File: config.mk
export PLATFORM = sky130hd
export DESIGN_NAME = line_ctl
export DESIGN_NICKNAME = d
export VERILOG_FILES = /design/src/design/line_ctl_pkg.sv /design/src/design/baud_tick_if.sv /design/src/design/line_ctl.sv /design/src/design/baud_prescaler.sv
export VERILOG_INCLUDE_DIRS = /design/src /design/src/design
export SDC_FILE = /design/constraint.sdc
export NUM_CORES = 1
export LEC_CHECK = 0
export ABC_AREA = 1
export BUFFER_PORTS_ARGS = -buffer_cell sky130_fd_sc_hd__buf_2
export CAP_MARGIN = 20
export CORE_ASPECT_RATIO = 1.4
export CORE_UTILIZATION = 50
export DETAILED_ROUTE_END_ITERATION = 16
export PLACE_DENSITY_LB_ADDON = 0.08
export SLEW_MARGIN = 20
export SYNTH_ARGS = -nofsm -noshare
export SYNTH_HDL_FRONTEND = slang
export SYNTH_SLANG_ARGS = --single-unit
File: constraint.sdc
create_clock -name ref_clk -period 1.6 [get_ports ref_clk]
set_input_delay 0.16 -clock ref_clk [delete_from_list [all_inputs] [get_ports ref_clk]]
set_output_delay 0.16 -clock ref_clk [all_outputs]
set_load 0.01 [all_outputs]
File: src/design/line_ctl_defs.svh
// Constants for the serial line control block
`ifndef LINE_CTL_DEFS_SVH
`define LINE_CTL_DEFS_SVH

// ****************************************************************
// Prescaler ratios
// ****************************************************************
`define QUARTER_RATIO   3'h4
`define BYPASS_RATIO    3'h1
`define PRESCALE_CNT_W  2
`define PRESCALE_LAST   2'h3

// ****************************************************************
// Serial frame timing, in baud ticks per bit
// ****************************************************************
`define TICKS_PER_BIT   5'h10
`define TICK_CNT_W      5
`define TICK_LAST       5'h0F
`define HALF_BIT_TICK   5'h07
// Frame of start, eight data and one stop bit, counted from zero
`define BIT_CNT_W       4
`define FRAME_LAST_BIT  4'h9

// ****************************************************************
// Reset values
// ****************************************************************
`define TX_IDLE_LEVEL   1'b1
// Synchroniser idle levels; only the negative receive line rests low
`define SYNC_W          11
`define SYNC_RESET      11'h7FE

`endif

File: src/design/line_ctl_pkg.sv
// Package with the types shared by the serial line control files
package line_ctl_pkg;

    // Driver enable source
    typedef enum logic [1:0] {
        DRV_OFF,
        DRV_AUTO,
        DRV_RTS,
        DRV_BAD
    } drv_src_t;

    // Prescale selection
    typedef enum logic [1:0] {
        CLK_NONE,
        CLK_QUARTER,
        CLK_BYPASS,
        CLK_INVALID
    } clk_sel_t;

endpackage

File: src/design/baud_tick_if.sv
// Interface carrying the baud tick from the prescaler to the control
`timescale 1ns/100ps
interface baud_tick_if;
    logic   tick;
    logic   sel_ok;

    modport source (output tick, output sel_ok);
    modport sink   (input  tick, input  sel_ok);
endinterface

File: src/design/line_ctl.sv
// RS-485 driver enable, echo suppression and baud prescale control
`timescale 1ns/100ps
`include "line_ctl_defs.svh"

// Contract
// - Only one bus driver enabled at once
// - RTS setting: driver enable follows UART RTS
// - Auto setting: hardware drives enable itself
// - Echo allowed: sent characters are received
// - No-echo: receiver off while transmitting
// - Baud clock through divide-by-4 or 1 prescaler
// - Divide-by-4 keeps usual PC rates, 115.2K
// - Divide-by-1 bypasses prescaler, up to 460.8K
// - Divide-by-1 line rate four times programmed
// - Loopback ties TX+ to RX+, TX- to RX-
module line_ctl (
    // Clock and reset
    input  wire logic   ref_clk,
    input  wire logic   rst,
    // Switch settings from the mode switch bank
    input  wire logic   auto_driver_enable_setting,
    input  wire logic   rts_driven_enable_setting,
    input  wire logic   receive_suppress_setting,
    input  wire logic   prescale_bypass_setting,
    input  wire logic   prescale_quarter_setting,
    // Loopback settings from the line switch bank
    input  wire logic   loop_pos_setting,
    input  wire logic   loop_neg_setting,
    // UART side
    input  wire logic   uart_txd,
    input  wire logic   uart_rts,
    output logic        uart_rxd,
    output logic        uart_baud_tick,
    // Line side, differential pairs
    output logic        tx_pos,
    output logic        tx_neg,
    output logic        tx_drv_en,
    input  wire logic   rx_pos,
    input  wire logic   rx_neg,
    output logic        rx_en,
    // Status
    output logic        clk_sel_bad,
    output logic        line_busy
);
    import line_ctl_pkg::*;

    // ************************************************************
    // Input synchronisers
    // ************************************************************
    logic [`SYNC_W-1:0] sync1_reg;
    logic [`SYNC_W-1:0] sync2_reg;
    logic               s_auto;
    logic               s_rts_mode;
    logic               s_no_echo;
    logic               s_bypass;
    logic               s_quarter;
    logic               s_loop_pos;
    logic               s_loop_neg;
    logic               s_txd;
    logic               s_rts;
    logic               s_rx_pos;
    logic               s_rx_neg;

    // Switches and pins are asynchronous, two flops each; reset
    // loads idle levels so the receive pair reads as a mark and
    // no false start bit reaches the UART after reset
    always_ff @(posedge ref_clk or posedge rst) begin
        if (rst) begin
            sync1_reg <= `SYNC_RESET;
            sync2_reg <= `SYNC_RESET;
        end else begin
            sync1_reg <= {auto_driver_enable_setting,
                          rts_driven_enable_setting,
                          receive_suppress_setting,
                          prescale_bypass_setting,
                          prescale_quarter_setting,
                          loop_pos_setting, loop_neg_setting,
                          uart_txd, uart_rts, rx_pos, rx_neg};
            sync2_reg <= sync1_reg;
        end
    end

    // Synchronised names
    assign {s_auto, s_rts_mode, s_no_echo, s_bypass, s_quarter,
            s_loop_pos, s_loop_neg,
            s_txd, s_rts, s_rx_pos, s_rx_neg} = sync2_reg;

    // ************************************************************
    // Mode decode
    // ************************************************************
    drv_src_t   drv_src;
    clk_sel_t   clk_sel;

    // Both enable sources at once is treated as no driver
    assign drv_src = (s_auto && s_rts_mode) ? DRV_BAD :
                     s_auto     ? DRV_AUTO :
                     s_rts_mode ? DRV_RTS  : DRV_OFF;

    // Both prescale settings flag invalid; tick is then stopped
    assign clk_sel = (s_bypass && s_quarter) ? CLK_INVALID :
                     s_bypass  ? CLK_BYPASS  :
                     s_quarter ? CLK_QUARTER : CLK_NONE;

    // ************************************************************
    // Baud prescaler
    // ************************************************************
    baud_tick_if bt ();

    baud_prescaler u_pre (
        .ref_clk (ref_clk),
        .rst     (rst),
        .sel     (clk_sel),
        .bt      (bt.source)
    );

    // Bypass gives the UART four times the ticks, so the line
    // runs at four times the programmed rate; divisor mapping
    // for software follows from that alone
    assign uart_baud_tick = bt.tick;
    assign clk_sel_bad    = !bt.sel_ok;

    // ************************************************************
    // Automatic enable: frame tracker on the transmit data
    // ************************************************************
    typedef enum logic [1:0] {
        AT_IDLE,
        AT_BITS,
        AT_STOP
    } at_state_t;

    at_state_t                  at_reg;
    at_state_t                  at_next;
    logic [`TICK_CNT_W-1:0]     tick_reg;
    logic [`TICK_CNT_W-1:0]     tick_next;
    logic [`BIT_CNT_W-1:0]      bit_reg;
    logic [`BIT_CNT_W-1:0]      bit_next;
    logic                       bit_end;
    logic                       frame_end;
    logic                       guard_end;

    // Tick counter step, shared by both counting states
    function automatic logic [`TICK_CNT_W-1:0] tick_step(
        input logic [`TICK_CNT_W-1:0] cnt,
        input logic                   tick,
        input logic                   wrap
    );
        if (!tick) begin
            return cnt;
        end
        return wrap ? '0 : cnt + 1'b1;
    endfunction

    // A bit lasts sixteen baud ticks of the UART
    assign bit_end   = bt.tick && (tick_reg == `TICK_LAST);
    assign frame_end = bit_end && (bit_reg == `FRAME_LAST_BIT);
    assign guard_end = bt.tick && (tick_reg == `HALF_BIT_TICK);

    // Start on a falling data edge and count a whole frame, so
    // high data bits never release the driver; after the stop
    // bit wait half a bit for a queued start. Limitation: the
    // count assumes eight data bits, one stop bit, no parity
    always_comb begin
        at_next   = at_reg;
        tick_next = tick_reg;
        bit_next  = bit_reg;
        case (at_reg)
            AT_IDLE: begin
                tick_next = '0;
                bit_next  = '0;
                if (!s_txd) begin
                    at_next = AT_BITS;
                end
            end
            AT_BITS: begin
                tick_next = tick_step(tick_reg, bt.tick, bit_end);
                if (bit_end) begin
                    bit_next = bit_reg + 1'b1;
                end
                if (frame_end) begin
                    bit_next = '0;
                    if (s_txd) begin
                        at_next = AT_STOP;
                    end
                end
            end
            AT_STOP: begin
                tick_next = tick_step(tick_reg, bt.tick, bit_end);
                if (!s_txd) begin
                    at_next   = AT_BITS;
                    tick_next = '0;
                end else if (guard_end) begin
                    at_next = AT_IDLE;
                end
            end
            default: begin
                at_next   = AT_IDLE;
                tick_next = '0;
                bit_next  = '0;
            end
        endcase
    end

    // Frame tracker state
    always_ff @(posedge ref_clk or posedge rst) begin
        if (rst) begin
            at_reg   <= AT_IDLE;
            tick_reg <= '0;
            bit_reg  <= '0;
        end else begin
            at_reg   <= at_next;
            tick_reg <= tick_next;
            bit_reg  <= bit_next;
        end
    end

    // ************************************************************
    // Driver enable and receive path
    // ************************************************************
    logic   drv_en_next;
    logic   drv_en_reg;
    logic   rx_en_next;
    logic   rx_en_reg;
    logic   tx_reg;
    logic   rxd_reg;
    logic   line_rx;
    logic   loop_on;

    // Driver on only while this node sends; off by default so
    // the node never fights another talker
    assign drv_en_next = (drv_src == DRV_AUTO) ? (at_reg != AT_IDLE)
                       : (drv_src == DRV_RTS)  ? s_rts
                       : 1'b0;

    // Receiver cut while driving only in no-echo mode
    assign rx_en_next = !(s_no_echo && drv_en_next);

    // Loopback closes transmit onto receive while driving, both polarities set
    assign loop_on = s_loop_pos && s_loop_neg;
    assign line_rx = (loop_on && drv_en_reg) ? tx_reg
                   : (s_rx_pos && !s_rx_neg);

    // Line outputs from flip-flops
    always_ff @(posedge ref_clk or posedge rst) begin
        if (rst) begin
            drv_en_reg <= 1'b0;
            rx_en_reg  <= 1'b1;
            tx_reg     <= `TX_IDLE_LEVEL;
            rxd_reg    <= `TX_IDLE_LEVEL;
        end else begin
            drv_en_reg <= drv_en_next;
            rx_en_reg  <= rx_en_next;
            tx_reg     <= s_txd;
            rxd_reg    <= rx_en_next ? line_rx : `TX_IDLE_LEVEL;
        end
    end

    // Output assignment
    assign tx_pos    = tx_reg;
    assign tx_neg    = !tx_reg;
    assign tx_drv_en = drv_en_reg;
    assign rx_en     = rx_en_reg;
    assign uart_rxd  = rxd_reg;
    assign line_busy = (at_reg != AT_IDLE);
endmodule

File: src/design/baud_prescaler.sv
// Baud reference prescaler, divide by 4 or by 1
`timescale 1ns/100ps
`include "line_ctl_defs.svh"
module baud_prescaler (
    // Clock and reset
    input  wire logic               ref_clk,
    input  wire logic               rst,
    // Mode selection
    input  wire line_ctl_pkg::clk_sel_t sel,
    // Tick towards the control
    baud_tick_if.source             bt
);
    import line_ctl_pkg::*;

    logic [`PRESCALE_CNT_W-1:0] cnt_reg;
    logic [`PRESCALE_CNT_W-1:0] cnt_next;
    logic                       wrap;

    // Counter wraps every fourth clock in quarter mode
    assign wrap     = (cnt_reg == `PRESCALE_LAST);
    assign cnt_next = wrap ? '0 : cnt_reg + 1'b1;

    // Tick: every clock when bypassed, every fourth when quartered
    // Invalid or empty selection gives no tick at all, so the
    // UART stalls rather than runs at a wrong rate
    assign bt.tick   = (sel == CLK_BYPASS)  ? 1'b1 :
                       (sel == CLK_QUARTER) ? wrap : 1'b0;
    assign bt.sel_ok = (sel == CLK_BYPASS) || (sel == CLK_QUARTER);

    // Prescale counter
    always_ff @(posedge ref_clk or posedge rst) begin
        if (rst) begin
            cnt_reg <= '0;
        end else begin
            cnt_reg <= cnt_next;
        end
    end
endmodule

# [After elaboration in Yosys (flattened, before gate mapping)]
# Cells that the tools add are included.
[totals] inputBits=13 output_inout_bits=8 register_bits=39
[classes] eq_ne=15 mux=31 bitwise=1 reduce_logical=18 addsub=3
[ops] cell="$mux 5" n=5
[ops] cell="$mux 2" n=11
[ops] cell="$mux 1" n=10
[ops] cell="$pmux 5 s2" n=1
[ops] cell="$logic_and 1x1->1" n=9
[ops] cell="$eq 2x2->1 const B" n=4
[ops] cell="$mux 4" n=2
[ops] cell="$pmux 4 s2" n=1
[ops] cell="$eq 2x1->1 const B" n=3
[ops] cell="$ne 2x2->1 const B" n=3
[ops] cell="$ne 3x3->1 const B" n=2
[ops] cell="$pmux 2 s3" n=1
[ops] cell="$add 5x1->5 const B" n=1
[ops] cell="$eq 5x3->1 const B" n=1
[ops] cell="$eq 5x4->1 const B" n=1
[ops] cell="$add 4x1->4 const B" n=1
[ops] cell="$eq 4x4->1 const B" n=1
[ops] cell="$logic_not 1->1" n=4
[ops] cell="$reduce_and 4->1" n=1
[ops] cell="$add 2x1->2 const B" n=1
[ops] cell="$logic_not 2->1" n=1
[ops] cell="$reduce_and 2->1" n=1
[ops] cell="$reduce_bool 2->1" n=1
[ops] cell="$logic_or 1x1->1" n=1
[ops] cell="$not 1->1" n=1

# [Longest topological paths before layout]
# Gate-level depths: netlist of the first run.
[logic_depth] depth_word=11 mapped_depth=10

# [By module]
# A second synthesis of the first run with hierarchy kept.
[unflattened] hier_cells=155 hier_area_um2=1631.6
[modules_own_cells] module="line_ctl" seq_area_each_um2=954.7 area_each_um2=1514.0 cells_each=142 instances=1
[modules_own_cells] module="baud_prescaler" seq_area_each_um2=50.0 area_each_um2=117.6 cells_each=13 instances=1

# [Worst setup path before layout of the first run]
# OpenSTA, ideal clock, no wires.
[synth_timing] path_type="register to register" startpoint="reg sync2_reg[6]" endpoint="reg bit_reg[0]" arrival_time_ns=1.289 stages_incl_launch_ff=11 path_buffers=0 path_slack_ns=0.194 t_required_ns=1.483 path_cell_list="dfstp_2 > inv_1 > ha_1 > inv_1 > nand2_2 > nand2_2 > nand2_2 > nand2_4 > nand2_1 > o21ai_1 > inv_1"
[synth_via] elab_chain_len=10 word_cells_on_any_way=14
[synth_rtl] item="from (decl)" line="line_ctl.sv:51" text="logic [`SYNC_W-1:0] sync2_reg;"
[synth_rtl] item="from (signal assigned)" line="line_ctl.sv:70" text="sync2_reg <= `SYNC_RESET;"
[synth_rtl] item="from (signal assigned)" line="line_ctl.sv:79" text="sync2_reg <= sync1_reg;"
[synth_rtl] item="$mux 1" line="line_ctl.sv:102" text="s_quarter ? CLK_QUARTER : CLK_NONE;"
[synth_rtl] item="$mux 2" line="line_ctl.sv:101" text="s_bypass ? CLK_BYPASS :"
[synth_rtl] item="$mux 2 (*)" line="line_ctl.sv:100" text="assign clk_sel = (s_bypass && s_quarter) ? CLK_INVALID :"
[synth_rtl] item="$eq 2x1->1" line="baud_prescaler.sv:27" text="(sel == CLK_QUARTER) ? wrap : 1'b0;"
[synth_rtl] item="$mux 1" line="baud_prescaler.sv:27"
[synth_rtl] item="$mux 1 (*)" line="baud_prescaler.sv:26" text="assign bt.tick = (sel == CLK_BYPASS) ? 1'b1 :"
[synth_rtl] item="net uart_baud_tick" line="line_ctl.sv:33" text="output logic uart_baud_tick,"
[synth_rtl] item="$logic_and 1x1->1 (*)" line="line_ctl.sv:154" text="assign bit_end = bt.tick && (tick_reg == `TICK_LAST);"
[synth_rtl] item="$logic_and 1x1->1" line="line_ctl.sv:155" text="assign frame_end = bit_end && (bit_reg == `FRAME_LAST_BIT);"
[synth_rtl] item="$mux 4 or $ne 3x3->1 (tied branches)"
[synth_rtl] item="$pmux 4 s2 or $reduce_and 2->1 (tied branches)"
[synth_rtl] item="to (signal assigned)" line="line_ctl.sv:212" text="bit_reg <= bit_next;"
[synth_rtl] item="to (decl)" line="line_ctl.sv:135" text="logic [`BIT_CNT_W-1:0] bit_reg;"
# The timed path passes the listed nets; every way through them passes the cells marked *.
# A chain may end at the register's enable or synchronous reset.

# [Final worst setup path of the first run]
[layout_timing] startpoint="reg sync2_reg[7]" endpoint="out uart_baud_tick"
[layout_via] elab_chain_len=5 word_cells_on_any_way=7
[layout_rtl] item="$mux 2 or $logic_and 1x1->1 (tied branches)" line="line_ctl.sv:101, line_ctl.sv:100"
[layout_rtl] item="$mux 2 (*)" line="line_ctl.sv:100"
[layout_rtl] item="$eq 2x1->1" line="baud_prescaler.sv:27"
[layout_rtl] item="$mux 1" line="baud_prescaler.sv:27"
[layout_rtl] item="$mux 1 (*)" line="baud_prescaler.sv:26"
[layout_rtl] item="to (decl)" line="line_ctl.sv:33"
# Mark *: on every way between the ends. The rest lies on a longest branch, timed or not.

==> results by group, run 1 <==
Detailed routing
  • Antenna viol nets, final: 0
  • Initial DRT Pass Iterations: 4
  • Routed wl met3: roughly 99 um
  • Vias/cell: 4.891
  • WL per Instance: between 10 and 15 um
  • Vias: approximately 1100
  • Met1 wire length: roughly 1000 um
  • Routed WL: around 2600 um
  • Top Metal Used: met4
  • Initial DRC Count: 13
  • Met2 wire len: roughly 1400 um
  • DRC Markers: 0

STA
  • Rel. slew slack: 0.6950
  • Clock Skew: 2.436 ps
  • Slew Limit Fails: 0
  • Final Hold Fails: 0
  • Worst-Margin Slew: between 400 and 500 ps
  • Tcrit/Tclk final: 0.9467
  • Setup violators final: 0
  • TNS Setup: 0 ps
  • Max Fclk: approximately 660 MHz
  • RSZ-0062 raised after global routing: no
  • Tmin final: approximately 1500 ps

Worst setup path
  • R2R depth: 8
  • WS Path Type: flop to output pin
  • CP endpoint kind: output pin
  • Worst path required time: 1440 ps
  • Crit path max fanout: 5
  • Crit path launch type: flop
  • Critical Path AT: ~1400 ps

Finish
  • Area delta synth->final: 24.19%
  • Final core occ: 0.6718
  • Commonest cells after routing, fill and taps aside: dfstp_2 (23), inv_1 (21), nand2_1 (21)
  • Commonest non-fill, non-tap cell in the layout: dfstp_2
  • # diodes: 0
  • Share of cells above drive strength 1: 0.3607
  • Fin nets: approximately 200
  • Fillers: ~240

Floorplanning
  • Initial Util: 0.5409
  • Die H: between 60 and 70 um
  • # IOs: 21
  • Die area: about 3400 um^2
  • Core Footprint: between 2000 and 3000 um^2
  • Chip width: between 40 and 50 um
  • Rows: 23

Yosys
  • Syn_nets: roughly 160
  • Synth cell types: 25
  • Yosys top cell area share: 0.3806
  • Mapped Cells: 140
  • Register area share after synthesis: 0.6328
  • Area leader, netlist: dfstp_2
  • Area contributors post-synth: dfstp_2 (38%), dfrtp_1 (25%), ha_1 (7.9%), inv_1 (5.2%), nand2_1 (5.2%)
  • Mean Syn Cell Area: 11.34 um^2
  • Yosys warns: 0
  • Synthesized area: 1588 um^2
  • FF+latch count, synth: 39

Placement
  • Dpl hpwl: between 1500 and 2000 um
  • GPL Wtd Cong: 0.7312
  • Buffers added on ports: 20

Flow run
  • Maxcap violations: 0

Clock network
  • Clock tree buffer depth: 2
  • Latest clock arrival within the worst-skew pair: 280 ps
  • Clk pin slew, worst setup/hold paths: roughly 70 ps
  • Inserted Clock Buffers: 5
  • H-Tree Depth: 2
  • CTS root buf: clkbuf_8
  • Clk sinks: 39
  • CTS tree: done

Power
  • Net switching power: approximately 570 uW
  • Cell Int Power: 1.561 mW
  • Pwr/cell area: about 1100 nW/um^2
  • Logic pwr share: 0.148
  • Worst VDD drop: between 1 and 1.5 mV
  • Leakage: 0.9913 nW
  • Power share of the clock group: 0.286
  • Switching part of the total power: 0.2662
  • Seq pwr share: 0.566

Global routing
  • Global-route wire length before repair: around 4500 um
  • Gr ovfl total: 0
  • Initial antenna violation count: 0
  • GRT Overall Usage: 0.1878
  • Vias in the first global route: 1086
  • Largest net degree at the start of global routing: 40

Status
  • Run status: completed

Hold path
  • Hold Path Class: flop to flop
  • WHS Path Cells: 0
-- area by class of cell --
cell class / instances / area (um^2) / share of cell area
Clock inverter: 1 / 5.005 / 0.002538
Clock buffer: 7 / 76.32 / 0.03871
Sequential cell: 39 / 1005 / 0.5095
Inverter: 22 / 82.58 / 0.04188
Timing Repair Buffer: 35 / 242.7 / 0.1231
Tap cell: 37 / 46.29 / 0.02348
Multi-Input combinational cell: 79 / 514.2 / 0.2608
-- layer usage --
| layer | vias to the layer above | track usage |
|---|---|---|
| met5 | - | 0 |
| met4 | 0 | 0.1393 |
| met3 | 9 | 0.05702 |
| met2 | 29 | 0.3294 |
| met1 | 513 | 0.1888 |
| li1 | 525 | - |
-- worst max-delay path, stage by stage (launching register included) --
cell and delay, ps:
dfstp_2 530, inv_1 40, ha_1 170, nand2_2 100, nand2_4 90, buf_2 140
-- cell usage after synthesis, drive strengths merged --
library cell	number
nor2	10
or2	1
and3	1
nor3	1
inv	22
a211oi	1
dfrtp	16
dfstp	23
nand3	8
o211a	1
buf	1
ha	10
o21ai	7
a21oi	2
nand4	4
o31ai	1
a21boi	1
nand2	27
xor2	2
nand3b	1
-- metrics by stage --
| step | instance area [um^2] | setup WS [ps] | hold WS, ps | cells | total power, mW |
|---|---|---|---|---|---|
| finish | 1972 | 85.33 | 353.8 | 220 | 2.127 |
| global route | 1972 | 2.045 | 358.8 | 220 | 2.257 |
| CTS | 1936 | 17.07 | 354.7 | 217 | 2.150 |
| detailed placement | 1734 | 82.99 | 266.2 | 197 | 1.494 |
| global placement | 1734 | 132.0 | 264.4 | 197 | 1.468 |
| floorplan | 1588 | 193.6 | 164.5 | 140 | 1.400 |
-- power groups by stage --
stage               combinational (mW)  sequential [mW]  clock, mW
detailed placement               0.277             1.22          0
global placement                 0.259             1.21          0
floorplan                        0.203             1.20          0
finish                           0.314             1.20      0.609
CTS                              0.308             1.20      0.640
global route                     0.359             1.22      0.680
-- path summary, 6_finish.rpt --
path,endpoint,slack (ps),from
max,uart_baud_tick,90,sync2_reg[7]
min,sync2_reg[9],350,sync1_reg[9]
max reg2reg,tick_reg[3],140,sync2_reg[6]
min reg2reg,sync2_reg[9],350,sync1_reg[9]
max in group asynchronous,sync2_reg[6],720,rst
min in group asynchronous,sync2_reg[0],540,rst
-- cells by family after synthesis --
family	count (synthesis)	synth area share
AOI/OAI and AO/OA	13	0.05122
xor gates and xnor gates	2	0.01103
adders and majority gates	10	0.07880
buffers and inverters	23	0.05674
DFF	39	0.6328
and+or+nand+nor	53	0.1694
-- repair_timing --
item / 4_1_cts / 5_1_grt
gates resized for setup: 0 / 5
hold endpoints to repair: 27 / 0
buffers inserted: 0 / 2
setup endpoints to repair: 0 / 5
hold buffers: 12 / 0
(Power assumes the default switching activity.)
==> run 2: changes to the inputs <==
==> constraint.sdc (replaced) <==
create_clock -name ref_clk -period 1.6 [get_ports ref_clk]
set_input_delay 0.32 -clock ref_clk [delete_from_list [all_inputs] [get_ports ref_clk]]
set_output_delay 0.32 -clock ref_clk [all_outputs]
set_load 0.01 [all_outputs]
==> results by group, run 2 (synthesis results as in run 1) <==
Status
  • Run status: completed

Finish
  • Area delta synth->final: 19.15%
  • Final core occ: 0.6445 (-0.02728)
  • Fin nets: 194 (-5.4%)
  • # diodes: 0 (unchanged)
  • Commonest non-fill, non-tap cell in the layout: dfstp_2
  • Post-route cell area: 1892 um^2 (-4.1%)
  • Share of cells above drive strength 1: 0.4128 (+0.05213)
  • Fillers: 274 (+15%)
  • Commonest cells after routing, fill and taps aside: dfstp_2 (23), nand2_1 (21), inv_1 (20)

Floorplanning
  • Die H: 68.68 um (unchanged)
  • # IOs: 21 (unchanged)
  • Initial Util: 0.5409 (unchanged)
  • Rows: 23 (unchanged)
  • Chip width: 49.63 um (unchanged)
  • Core Footprint: 2935 um^2 (unchanged)
  • Die area: 3408 um^2 (unchanged)

Flow run
  • Maxcap violations: 0 (unchanged)

Global routing
  • Gr ovfl total: 0 (unchanged)
  • Global-route wire length before repair: 3870 um (-15%)
  • Vias in the first global route: 980 (-9.8%)
  • GRT Overall Usage: 0.1578 (-0.02996)
  • Largest net degree at the start of global routing: 40 (unchanged)
  • Initial antenna violation count: 0 (unchanged)

STA
  • Fin Hold WS: 133.9 ps (-219.9 ps)
  • Tmin final: 1572 ps (+57.36 ps)
  • Slew Limit Fails: 0 (unchanged)
  • RSZ-0062 raised after global routing: yes
  • Tcrit/Tclk final: 0.9825 (+0.03585)
  • Clock Skew: 3.625 ps (+1.189 ps)
  • Rel. slew slack: 0.6852 (-0.009834)
  • Worst-Margin Slew: 472.2 ps (+14.75 ps)
  • Max Fclk: 636.1 MHz (-3.6%)
  • Setup violators final: 0 (unchanged)
  • TNS Setup: 0 ps (unchanged)
  • Final Hold Fails: 0 (unchanged)

Detailed routing
  • Antenna viol nets, final: 0 (unchanged)
  • DRC Markers: 0 (unchanged)
  • Initial DRC Count: 10 (-3)
  • Initial DRT Pass Iterations: 4 (unchanged)
  • Vias/cell: 4.833 (-1.2%)
  • Routed WL: 2390 um (-7.4%)
  • Vias: 1010 (-6.1%)
  • WL per Instance: 11.44 um (-2.5%)

Placement
  • Buffers added on ports: 20 (unchanged)
  • Dpl hpwl: 1695 um (-0.95%)
  • GPL Wtd Cong: 0.7020 (-4.0%)
  • Dpl cell area: 1742 um^2 (+0.43%)

Hold path
  • Hold Path Class: primary input to flop

Power
  • Pwr/cell area: 1128 nW/um^2 (+4.6%)
  • Leakage: 0.9496 nW (-4.2%)
  • Total chip power: 2.135 mW (+0.36%)
  • Worst VDD drop: 0.8447 mV (-18%)

Worst setup path
  • WS Path Type: flop to output pin
  • Crit path launch type: flop
  • CP endpoint kind: output pin
  • Worst path required time: 1280 ps (-160 ps)
  • Crit path max fanout: 2 (-3)
  • Critical Path AT: 1250 ps (-100 ps)

Clock network
  • Latest clock arrival within the worst-skew pair: 280 ps (about the same)
  • Clock tree buffer depth: 2 (unchanged)
  • Inserted Clock Buffers: 5 (unchanged)
  • CTS root buf: clkbuf_8
  • Clk pin slew, worst setup/hold paths: 70 ps (about the same)
  • CTS tree: done
  • Hold buffer count at cts: 0 (-12)
  • H-Tree Depth: 2 (unchanged)
  • Clk sinks: 39 (unchanged)
## run 2: final cells by class
type	count	area, um^2	area share
inverter	22	82.58	0.04365
timing repair buffer	25	153.9	0.08135
tap	37	46.29	0.02447
clock inverter	1	5.005	0.002646
sequential	39	1005	0.5311
clock buffer	7	86.33	0.04564
multi-input combinational	78	513.0	0.2712
## run 2: worst max-delay path, stage by stage (launching register included)
cell and delay (ps):
dfstp_2 530, inv_1 40, ha_2 170, inv_2 60, nand2_4 50, buf_6 110
## run 2: what timing repair did
action / 4_1_cts / 5_1_grt
buffers inserted: 1 / 2
gates resized for setup: 5 / 6
setup endpoints to repair: 1 / 8
pin swaps: 2 / 1
## run 2: power by group
group	switching [mW]	internal (mW)
clock	0.302	0.347
combinational	0.157	0.129
sequential	0.0903	1.11
total	0.549	1.59
## run 2: layer usage
layer,global-route usage,routed length (um)
met1,0.1551,1011
met3,0.05263,79
met5,0,0
met2,0.2939,1280
met4,0.08214,18
## run 2: path summary, 6_finish.rpt
kind	from	end	slack (ps)	depth (start not counted)
worst min-delay path	loop_pos_setting	sync1_reg[5]	130	1
worst max-delay path	sync2_reg[6]	uart_baud_tick	30	5
min in group asynchronous	rst	sync1_reg[0]	140	3
worst max register to register	sync2_reg[6]	at_reg[0]	100	9
max in group asynchronous	rst	sync1_reg[2]	1100	3
worst min register to register	sync1_reg[0]	sync2_reg[0]	350	0
## run 2: stage by stage
step / instances / setup slack (ps)
finish: 209 / 27.97
global route: 209 / -28.48
CTS: 207 / 0.6480
detailed placement: 198 / 113.9
global placement: 198 / 145.1
floorplan: 140 / 193.6
